`config.mk`:
```
export PLATFORM = sky130hd
export DESIGN_NAME = triple_buck_por_sequencer
export DESIGN_NICKNAME = d
export VERILOG_FILES = /design/src/buck_seq_pkg.sv /design/src/sync2.sv /design/src/buck_channel.sv /design/src/triple_buck_por_sequencer.sv
export SDC_FILE = /design/constraint.sdc
export NUM_CORES = 1
export LEC_CHECK = 0
export BUFFER_PORTS_ARGS = -buffer_cell sky130_fd_sc_hd__buf_2
export CORE_ASPECT_RATIO = 1.2
export CORE_MARGIN = 2
export CORE_UTILIZATION = 30
export DETAILED_ROUTE_END_ITERATION = 10
export SLEW_MARGIN = 20
export SYNTH_ARGS = -nofsm -noshare
export SYNTH_HDL_FRONTEND = slang
export SYNTH_HIERARCHICAL = 1
export SYNTH_SLANG_ARGS = --single-unit
```
`constraint.sdc`:
```
create_clock -name aclk -period 6.75 [get_ports aclk]
set_clock_uncertainty 0.05 [all_clocks]
set_input_delay 1.0125 -clock aclk [delete_from_list [all_inputs] [get_ports aclk]]
set_output_delay 1.0125 -clock aclk [all_outputs]
set_load 0.01 [all_outputs]
```
`src/buck_seq_pkg.sv`:
```
// Shared constants for the triple buck sequencer.
package buck_seq_pkg;
  localparam int NCH = 3;
  // Switching period in clock cycles and the one-third offset between phases.
  localparam int PERIOD = 12;
  localparam logic [7:0] PERIOD_M1 = 8'h0b;
  localparam logic [7:0] PHASE_STEP = 8'h04;
  // Maximum on-time in cycles (about five sixths of a period).
  localparam logic [7:0] MAX_ON = 8'h0a;
  // Soft-start ramp length in milliseconds; the demand rises one step each 1/256 of it.
  localparam real SOFT_START_MS = 1.25;
  localparam real CLK_MHZ = 200.0;
  localparam int SOFT_START_CYC = int'(SOFT_START_MS * CLK_MHZ * 1000.0);
  localparam logic [7:0] DEMAND_FULL = 8'hff;
  // Power-good delay scale: seconds per farad, and the default delay in cycles.
  localparam real DELAY_SCALE = 2.131e5;
  localparam real DELAY_CAP_F = 470.0e-9;
  localparam int DELAY_CYC = int'(DELAY_SCALE * DELAY_CAP_F * CLK_MHZ * 1.0e6);
  // AXI4-Lite register byte addresses.
  localparam logic [7:0] ADDR_CTRL = 8'h00;
  localparam logic [7:0] ADDR_STATUS = 8'h04;
  localparam logic [7:0] ADDR_DELAY = 8'h08;
  localparam logic [7:0] ADDR_DEMAND = 8'h0c;
  // Control register fields.
  localparam int CTRL_EXT_SUPPLY = 0;
  localparam logic [1:0] RESP_OKAY = 2'b00;
  localparam logic [1:0] RESP_SLVERR = 2'b10;
  // Status register field positions.
  localparam int ST_ENABLED = 0;
  localparam int ST_RUNNING = 4;
  localparam int ST_GOOD = 8;
  localparam int ST_SUPPLY_OK = 9;
  localparam int ST_TIMING = 10;
  localparam int ST_EXT_SUPPLY = 11;
endpackage

```
`src/sync2.sv`:
```
// Two-flop synchroniser for a bundle of asynchronous levels.
`timescale 1ns/1ps
module sync2 #(
  parameter int W = 1
) (
  input wire logic aclk,
  input wire logic aresetn,
  input wire logic ce,
  input wire logic [W-1:0] d,
  output logic [W-1:0] q
);
  // First stage, read only by the second stage.
  logic [W-1:0] meta;

  // Both stages hold while the clock enable is low.
  always_ff @(posedge aclk) begin
    if (!aresetn) begin
      meta <= '0;
      q <= '0;
    end else if (ce) begin
      meta <= d;
      q <= meta;
    end
  end
endmodule

```
`src/buck_channel.sv`:
```
// One buck channel: soft-start ramp, peak-current on-time and pulse skipping.
`timescale 1ns/1ps
module buck_channel
  import buck_seq_pkg::*;
(
  input wire logic aclk,
  input wire logic aresetn,
  input wire logic ce,
  input wire logic run,
  input wire logic period_start,
  input wire logic [7:0] on_cnt_max,
  input wire logic current_trip,
  input wire logic min_duty_low,
  output logic gate_on,
  output logic [7:0] demand,
  output logic ramping
);
  // Prescaler for the ramp, counting cycles between demand steps.
  logic [31:0] ramp_div;
  // Cycles spent in the present on-time.
  logic [7:0] on_cnt;

  // Soft start: demand climbs from zero whenever the channel starts fresh.
  always_ff @(posedge aclk) begin
    if (!aresetn) begin
      demand <= 8'h00;
      ramp_div <= 32'h0;
    end else if (ce) begin
      if (!run) begin
        demand <= 8'h00;
        ramp_div <= 32'h0;
      end else if (demand != DEMAND_FULL) begin
        if (ramp_div >= 32'(SOFT_START_CYC / 256)) begin
          ramp_div <= 32'h0;
          demand <= demand + 8'h01;
        end else begin
          ramp_div <= ramp_div + 32'h1;
        end
      end
    end
  end

  assign ramping = run && (demand != DEMAND_FULL);

  // Switch turns on at each period start and ends on the current trip or the on-time limit.
  always_ff @(posedge aclk) begin
    if (!aresetn) begin
      gate_on <= 1'b0;
      on_cnt <= 8'h00;
    end else if (ce) begin
      if (!run) begin
        gate_on <= 1'b0;
        on_cnt <= 8'h00;
      end else if (period_start) begin
        // A too-short pulse is skipped outright to keep regulation.
        gate_on <= !min_duty_low;
        on_cnt <= 8'h00;
      end else if (gate_on) begin
        on_cnt <= on_cnt + 8'h01;
        if (current_trip || on_cnt >= on_cnt_max) begin
          gate_on <= 1'b0;
        end
      end
    end
  end
endmodule

```
`src/triple_buck_por_sequencer.sv`:
```
// Top of the triple buck sequencer: phasing, supply lockout and power-good.
`timescale 1ns/1ps
module triple_buck_por_sequencer
  import buck_seq_pkg::*;
#(
  parameter logic [31:0] DELAY_DEFAULT = 32'(DELAY_CYC)
) (
  input wire logic aclk,
  input wire logic aresetn,
  input wire logic ce,
  input wire logic channel1_enable,
  input wire logic channel2_enable,
  input wire logic channel3_enable,
  input wire logic supply_startup_level,
  input wire logic supply_shutdown_level,
  input wire logic ext_supply_shutdown_level,
  input wire logic supply_warning_level,
  input wire logic gate_pump_ok,
  input wire logic ext_logic_supply,
  input wire logic thermal_shutdown,
  input wire logic [2:0] feedback_above_upper,
  input wire logic [2:0] feedback_above_lower,
  input wire logic [2:0] current_trip,
  input wire logic [2:0] min_duty_low,
  output logic [2:0] gate_on,
  output logic gate_pump_run,
  output logic power_good_n_flag_o,
  output logic power_good_n_flag_oe,
  input wire logic [7:0] s_axi_awaddr,
  input wire logic s_axi_awvalid,
  output logic s_axi_awready,
  input wire logic [31:0] s_axi_wdata,
  input wire logic [3:0] s_axi_wstrb,
  input wire logic s_axi_wvalid,
  output logic s_axi_wready,
  output logic [1:0] s_axi_bresp,
  output logic s_axi_bvalid,
  input wire logic s_axi_bready,
  input wire logic [7:0] s_axi_araddr,
  input wire logic s_axi_arvalid,
  output logic s_axi_arready,
  output logic [31:0] s_axi_rdata,
  output logic [1:0] s_axi_rresp,
  output logic s_axi_rvalid,
  input wire logic s_axi_rready
);
  // Supply states from power-on through running.
  typedef enum logic [1:0] {
    PWR_OFF,
    PWR_PUMP,
    PWR_RUN
  } pwr_e;

  // Power-good states: low, timing, released.
  typedef enum logic [1:0] {
    PG_LOW,
    PG_TIMING,
    PG_HIGH
  } pg_e;

  // Synchronised analogue comparator and pin levels.
  logic [2:0] en_s;
  logic [5:0] sup_s;
  logic [2:0] up_s;
  logic [2:0] lo_s;
  logic [2:0] trip_s;
  logic [2:0] skip_s;
  logic ext_sup_s;
  // Supply sequencing state.
  pwr_e pwr;
  // Follows the external logic supply level, one cycle behind the synchroniser.
  logic ext_active;
  // Phase counter shared by all three channels.
  logic [7:0] phase;
  // Per-channel run and start strobes.
  logic [2:0] run;
  logic [2:0] period_start;
  logic [2:0] ramping;
  logic [7:0] demand [NCH];
  // Enable history, to spot a newly enabled channel.
  logic [2:0] en_q;
  // Power-good state, counter and the software-set delay.
  pg_e pg;
  logic [31:0] pg_cnt;
  logic [31:0] delay_cfg;
  // Software controls: on-time cap.
  logic [7:0] on_max;
  // Qualification terms.
  logic all_upper;
  logic any_low;
  logic new_enable;
  logic shutdown;
  // Bus latches for the write path.
  logic aw_held;
  logic w_held;
  logic [7:0] aw_addr;
  logic [31:0] w_data;
  logic [3:0] w_strb;

  // Every asynchronous input except gate_pump_ok passes two flops.
  sync2 #(.W(3)) u_sync_en (
    .aclk(aclk), .aresetn(aresetn), .ce(ce),
    .d({channel3_enable, channel2_enable, channel1_enable}),
    .q(en_s)
  );
  sync2 #(.W(6)) u_sync_sup (
    .aclk(aclk), .aresetn(aresetn), .ce(ce),
    .d({ext_logic_supply, thermal_shutdown, supply_warning_level,
        ext_supply_shutdown_level, supply_shutdown_level, supply_startup_level}),
    .q(sup_s)
  );
  sync2 #(.W(12)) u_sync_fb (
    .aclk(aclk), .aresetn(aresetn), .ce(ce),
    .d({min_duty_low, current_trip, feedback_above_lower, feedback_above_upper}),
    .q({skip_s, trip_s, lo_s, up_s})
  );
  assign ext_sup_s = sup_s[5];

  // Shutdown uses the level that matches the present logic supply source.
  assign shutdown = sup_s[4] ||
    (ext_active ? !sup_s[2] : !sup_s[1]);

  // The lower external-supply level applies only while that supply is present.
  // Until it appears, as at first power, the internal levels govern the supply.
  // Following the level instead of latching it restores the higher level if it goes away.
  always_ff @(posedge aclk) begin
    if (!aresetn) begin
      ext_active <= 1'b0;
    end else if (ce) begin
      // One more register stage: the source switch lags the synchroniser by a cycle.
      ext_active <= ext_sup_s;
    end
  end

  // Startup: wait for startup level, run pump, then release the channels.
  always_ff @(posedge aclk) begin
    if (!aresetn) begin
      pwr <= PWR_OFF;
    end else if (ce) begin
      case (pwr)
        PWR_OFF: if (sup_s[0] && !sup_s[4]) begin
          pwr <= PWR_PUMP;
        end
        PWR_PUMP: if (shutdown) begin
          pwr <= PWR_OFF;
        end else if (gate_pump_ok) begin
          pwr <= PWR_RUN;
        end
        PWR_RUN: if (shutdown) begin
          // Dropping to OFF clears every ramp, so recovery soft-starts.
          pwr <= PWR_OFF;
        end
        default: pwr <= PWR_OFF;
      endcase
    end
  end
  assign gate_pump_run = (pwr != PWR_OFF);

  // One shared phase counter drives all periods.
  always_ff @(posedge aclk) begin
    if (!aresetn) begin
      phase <= 8'h00;
    end else if (ce) begin
      phase <= (phase == PERIOD_M1) ? 8'h00 : phase + 8'h01;
    end
  end

  // Channels share the clock, each starting a third of a period apart.
  genvar g;
  generate
    for (g = 0; g < NCH; g++) begin : gen_ch
      assign run[g] = en_s[g] && (pwr == PWR_RUN);
      assign period_start[g] = (phase == 8'(g) * PHASE_STEP);
      buck_channel u_ch (
        .aclk(aclk),
        .aresetn(aresetn),
        .ce(ce),
        .run(run[g]),
        .period_start(period_start[g]),
        .on_cnt_max(on_max),
        .current_trip(trip_s[g]),
        .min_duty_low(skip_s[g]),
        .gate_on(gate_on[g]),
        .demand(demand[g]),
        .ramping(ramping[g])
      );
    end
  endgenerate

  // Only enabled channels take part in qualification.
  assign all_upper = ((up_s | ~en_s) == 3'b111) && (en_s != 3'b000);
  assign any_low = |(en_s & ~lo_s);
  assign new_enable = |(en_s & ~en_q);

  always_ff @(posedge aclk) begin
    if (!aresetn) begin
      en_q <= 3'b000;
    end else if (ce) begin
      en_q <= en_s;
    end
  end

  // Power-good: timer runs once qualified, flag released at its end.
  always_ff @(posedge aclk) begin
    if (!aresetn) begin
      pg <= PG_LOW;
      pg_cnt <= 32'h0;
    end else if (ce) begin
      if (pwr != PWR_RUN || !sup_s[3] || en_s == 3'b000 || new_enable) begin
        pg <= PG_LOW;
        pg_cnt <= 32'h0;
      end else begin
        case (pg)
          PG_LOW: if (all_upper) begin
            pg <= PG_TIMING;
            pg_cnt <= 32'h0;
          end
          PG_TIMING: if (!all_upper && any_low) begin
            pg <= PG_LOW;
          end else if (pg_cnt + 32'h1 >= delay_cfg) begin
            pg <= any_low ? PG_LOW : PG_HIGH;
          end else begin
            pg_cnt <= pg_cnt + 32'h1;
          end
          PG_HIGH: if (any_low) begin
            pg <= PG_LOW;
          end
          default: pg <= PG_LOW;
        endcase
      end
    end
  end

  // Open drain: pull low unless good.
  assign power_good_n_flag_o = 1'b0;
  assign power_good_n_flag_oe = (pg != PG_HIGH);

  // Write path: address and data taken in either order.
  assign s_axi_awready = !aw_held && !s_axi_bvalid;
  assign s_axi_wready = !w_held && !s_axi_bvalid;

  always_ff @(posedge aclk) begin
    if (!aresetn) begin
      aw_held <= 1'b0;
      w_held <= 1'b0;
      aw_addr <= 8'h00;
      w_data <= 32'h0;
      w_strb <= 4'h0;
      s_axi_bvalid <= 1'b0;
      s_axi_bresp <= RESP_OKAY;
    end else if (ce) begin
      if (s_axi_awvalid && s_axi_awready) begin
        aw_held <= 1'b1;
        aw_addr <= s_axi_awaddr;
      end
      if (s_axi_wvalid && s_axi_wready) begin
        w_held <= 1'b1;
        w_data <= s_axi_wdata;
        w_strb <= s_axi_wstrb;
      end
      if (aw_held && w_held) begin
        aw_held <= 1'b0;
        w_held <= 1'b0;
        s_axi_bvalid <= 1'b1;
        s_axi_bresp <= (aw_addr == ADDR_DELAY || aw_addr == ADDR_DEMAND) ?
          RESP_OKAY : RESP_SLVERR;
      end else if (s_axi_bvalid && s_axi_bready) begin
        s_axi_bvalid <= 1'b0;
      end
    end
  end

  // Writable registers: delay count and on-time limit.
  always_ff @(posedge aclk) begin
    if (!aresetn) begin
      delay_cfg <= DELAY_DEFAULT;
      on_max <= MAX_ON;
    end else if (ce && aw_held && w_held) begin
      if (aw_addr == ADDR_DELAY) begin
        for (int b = 0; b < 4; b++) begin
          if (w_strb[b]) begin
            delay_cfg[8*b +: 8] <= w_data[8*b +: 8];
          end
        end
      end else if (aw_addr == ADDR_DEMAND && w_strb[0]) begin
        on_max <= w_data[7:0];
      end
    end
  end

  // Read path: one read at a time, answer the cycle after the address.
  assign s_axi_arready = !s_axi_rvalid;

  always_ff @(posedge aclk) begin
    if (!aresetn) begin
      s_axi_rvalid <= 1'b0;
      s_axi_rdata <= 32'h0;
      s_axi_rresp <= RESP_OKAY;
    end else if (ce) begin
      if (s_axi_arvalid && s_axi_arready) begin
        s_axi_rvalid <= 1'b1;
        s_axi_rresp <= RESP_OKAY;
        case (s_axi_araddr)
          ADDR_CTRL: s_axi_rdata <= {31'h0, ext_active};
          ADDR_STATUS: s_axi_rdata <= {20'h0, ext_active, pg == PG_TIMING,
            !shutdown, pg == PG_HIGH, 1'b0, ramping, 1'b0, en_s};
          ADDR_DELAY: s_axi_rdata <= delay_cfg;
          ADDR_DEMAND: s_axi_rdata <= {8'h00, demand[2], demand[1], on_max};
          default: begin
            s_axi_rdata <= 32'h0;
            s_axi_rresp <= RESP_SLVERR;
          end
        endcase
      end else if (s_axi_rvalid && s_axi_rready) begin
        s_axi_rvalid <= 1'b0;
      end
    end
  end
endmodule

```
==> flow_metrics.py <==
metrics = {
    "global_route": {
        "grt_start_max_net_pins": 239,
        "grtUsageTotal": 0.150,
        "grt_pass1_wl_um": 75600,
        "antenna_found_initial": 1,
        "grt_pass1_vias": 14500,
        "grt_overflow": 0,
    },
    "synth": {
        "synthFlopType": "dfxtp_1",
        "ys_seq_area_frac": 0.401,
        "syn_avg_cell_area_um2": 8.58,
        "yosysUniqueCellTypes": 81,
        "netlist_area_um2": 17900,
        "async_reset_ff_frac": 0,
        "syn_inst": 2089,
        "netlist.area_leader.share": 0.401,
        "yosysWarnings": 6,
        "ys_top_cells_by_area": "dfxtp_1 40%, mux2i_1 6.0%, nand2_1 5.9%, ha_1 5.0%, nor2_1 3.4%",
        "ys_ff_latch": 359,
        "yosys.area.top_type": "dfxtp_1",
        "synth-edff-count": 0,
    },
    "route": {
        "dr.pass1.iters": 5,
        "drt_iter0_drc": 1044,
        "drcViolationCount": 0,
        "vias": 15000,
        "avgRoutedWirePerCell_um": 15.9,
        "vias_per_cell": 5.05,
        "wirelength_um": 47300,
        "ant_nets": 0,
    },
    "place": {
        "io_buffers": 125,
        "hpwlAfterDp_um": 33900,
        "gp_congestion": 0.841,
    },
    "worst_setup_path": {
        "cp-start-kind": "flop",
        "arrival_ps": 5410,
        "crit_required_ps": 7090,
        "reg2reg_slack_ps": 1680,
        "path_class": "reg2reg",
        "cp_max_fo": 22,
        "end_kind": "flop",
    },
    "cts": {
        "numCtsBuffers": 38,
        "post-cts-setup-buffers": 0,
        "clockRootBuffer": "clkbuf_16",
        "clock-sinks": 359,
        "cts_hold_buf": 0,
        "cts_tree": "done",
        "htree_levels": 2,
        "cts-resized-gates": 0,
        "clk_latency_ps": 570,
        "clk_path_buf_depth": 3,
        "clk_pin_slew_ps": 60,
    },
    "power_and_ir_drop": {
        "switchingPower_mw": 1.04,
        "leakagePower_nw": 7.56,
        "intPower_mw": 3.51,
        "ir_worst_vdd_mv": 0.143,
        "power_density_nw_per_um2": 224,
        "pwr-share-seq": 0.478,
        "comb_power_share": 0.047,
        "sw_frac_of_total": 0.228,
        "pwr-share-clk": 0.475,
    },
    "sta": {
        "max_freq_ghz": 0.197,
        "hold_viol_final": 0,
        "relSlewSlack": 0.342,
        "slew_viol_final": 0,
        "finalCritPeriodShare": 0.750,
        "rsz0062_at_grt": "no",
        "setup_viol": 0,
        "period_minus_slack_ps": 5070,
        "worstMarginPinSlew_ps": 986,
        "setup_tns_ps": 0,
        "hold_ws_ps": 412,
    },
    "hold_path": {
        "hp-class": "reg2reg",
    },
    "die": {
        "die_y_um": 272,
        "dieArea_um2": 61700,
        "core-area_um2": 59300,
        "fp-row-count": 98,
        "ios": 129,
        "initial_core_util": 0.302,
        "die_x_um": 227,
    },
    "layout": {
        "drive_above_1_share": 0.106,
        "nets": 2306,
        "seq_area_um2": 7190,
        "fillerInstances": 6148,
        "final_common_cell": "dfxtp_1",
        "area_growth_pct": 13.4,
        "multi_input_area_um2": 9790,
        "num_antenna_cells": 0,
        "layout_common_cells": "359 x dfxtp_1, 284 x nand2_1, 163 x nor2_1",
    },
    "run": {
        "cap_violations": 0,
    },
    "outcome": {
        "status": "finished, final reports clean",
    },
}
-- area by class of cell --
type	instances	area share
multi-input cells	1521	0.482
flip-flops and latches	359	0.354
clock buffers	53	0.0531
well taps	800	0.0493
repair buffers	133	0.0348
inverters	100	0.0185
clock inverters	13	0.00905
-- routing by layer --
metal	global-route usage	part of all wire	routed length, um
met3	0.0246	0.044	2100
met2	0.262	0.49	23100
met5	0	0.00027	13
met1	0.185	0.44	20600
met4	0.0562	0.032	1500
-- state kept, by name, summed over array words and instances (netlist names), 2 cells and up --
register,cells
u_sync_sup/q,6
u_sync_en/q,3
aw_addr,8
s_axi_rdata,32
phase,8
gen_ch.u_ch/demand,24
gen_ch.u_ch/gate_on,3
gen_ch.u_ch/on_cnt,24
en_q,3
on_max,8
w_data,32
u_sync_sup/meta,6
u_sync_en/meta,3
delay_cfg,32
w_strb,4
pwr,2
gen_ch.u_ch/ramp_div,96
u_sync_fb/q,12
pg_cnt,32
pg,2
u_sync_fb/meta,12
-- cell families (layout without fill, tap and decap cells) --
family | after synthesis | in the layout | synth area share
XOR/XNOR | 67 | 67 | 0.0327
AO/OA/AOI/OAI | 359 | 359 | 0.142
multiplexers | 109 | 109 | 0.0609
adder cells (fa/ha/maj) | 71 | 71 | 0.0496
AND/OR/NAND/NOR | 912 | 912 | 0.259
buffers and inverters | 211 | 299 | 0.0549
flip-flops | 359 | 359 | 0.401
other | 1 | 3 | 0.000209
-- stage by stage --
step | utilization | worst slack (ps) | std cells | cell area [um^2] | power, mW
detailed placement | 0.321 | 1770 | 2913 | 19100 | 2.44
global placement | 0.321 | 1860 | 2913 | 19100 | 2.43
CTS | 0.342 | 1740 | 2979 | 20300 | 4.60
finish | 0.342 | 1680 | 2979 | 20300 | 4.54
global route | 0.342 | 1360 | 2979 | 20300 | 4.71
floorplan | - | 3050 | 2091 | 17900 | 2.37
-- critical path, stage by stage, from the launching register on --
cell and delay, ps:
dfxtp_1 460, and3_1 240, and4_1 490, nand4_1 550
o31ai_1 510, nand2_1 110, ha_1 310, nand4_1 150
a2111oi_0 810, o41a_1 650, o21ai_4 360, mux2i_1 200
-- path summary, 6_finish.rpt --
kind / start / to / cells after the start
worst max register to register: pg_cnt[2] / pg_cnt[16] / 11
worst max-delay path: pg_cnt[2] / pg_cnt[16] / 11
worst min register to register: gen_ch[2].u_ch/ramp_div[9] / gen_ch[2].u_ch/ramp_div[9] / 2
worst min-delay path: gen_ch[2].u_ch/ramp_div[9] / gen_ch[2].u_ch/ramp_div[9] / 2
-- power by group through the flow --
stage	clock network, mW	logic [mW]	registers, mW
after global placement	0	0.212	2.22
after floorplan	0	0.157	2.21
final	2.16	0.215	2.17
after detailed placement	0	0.216	2.22
after CTS	2.21	0.217	2.17
after global routing	2.30	0.237	2.17
-- synth_stat cells (all sizes together) (8+ instances only) --
cell type,n
dfxtp,359
nand2,287
nor2,165
mux2i,108
inv,99
nand3,86
nor2b,85
ha,71
clkbuf,70
a21boi,63
o21ai,63
a21oi,60
nand4,49
xnor2,46
nor3,43
and2,41
buf,41
and3,36
a31oi,33
nor4,25
o21a,25
nand2b,21
o211ai,21
xor2,21
a41oi,17
and4,14
nand3b,13
o2111ai,11
a22oi,9
nand4b,9
o32ai,9
o41ai,8
or3,8
No activity file was read; power rests on OpenSTA's default activity.
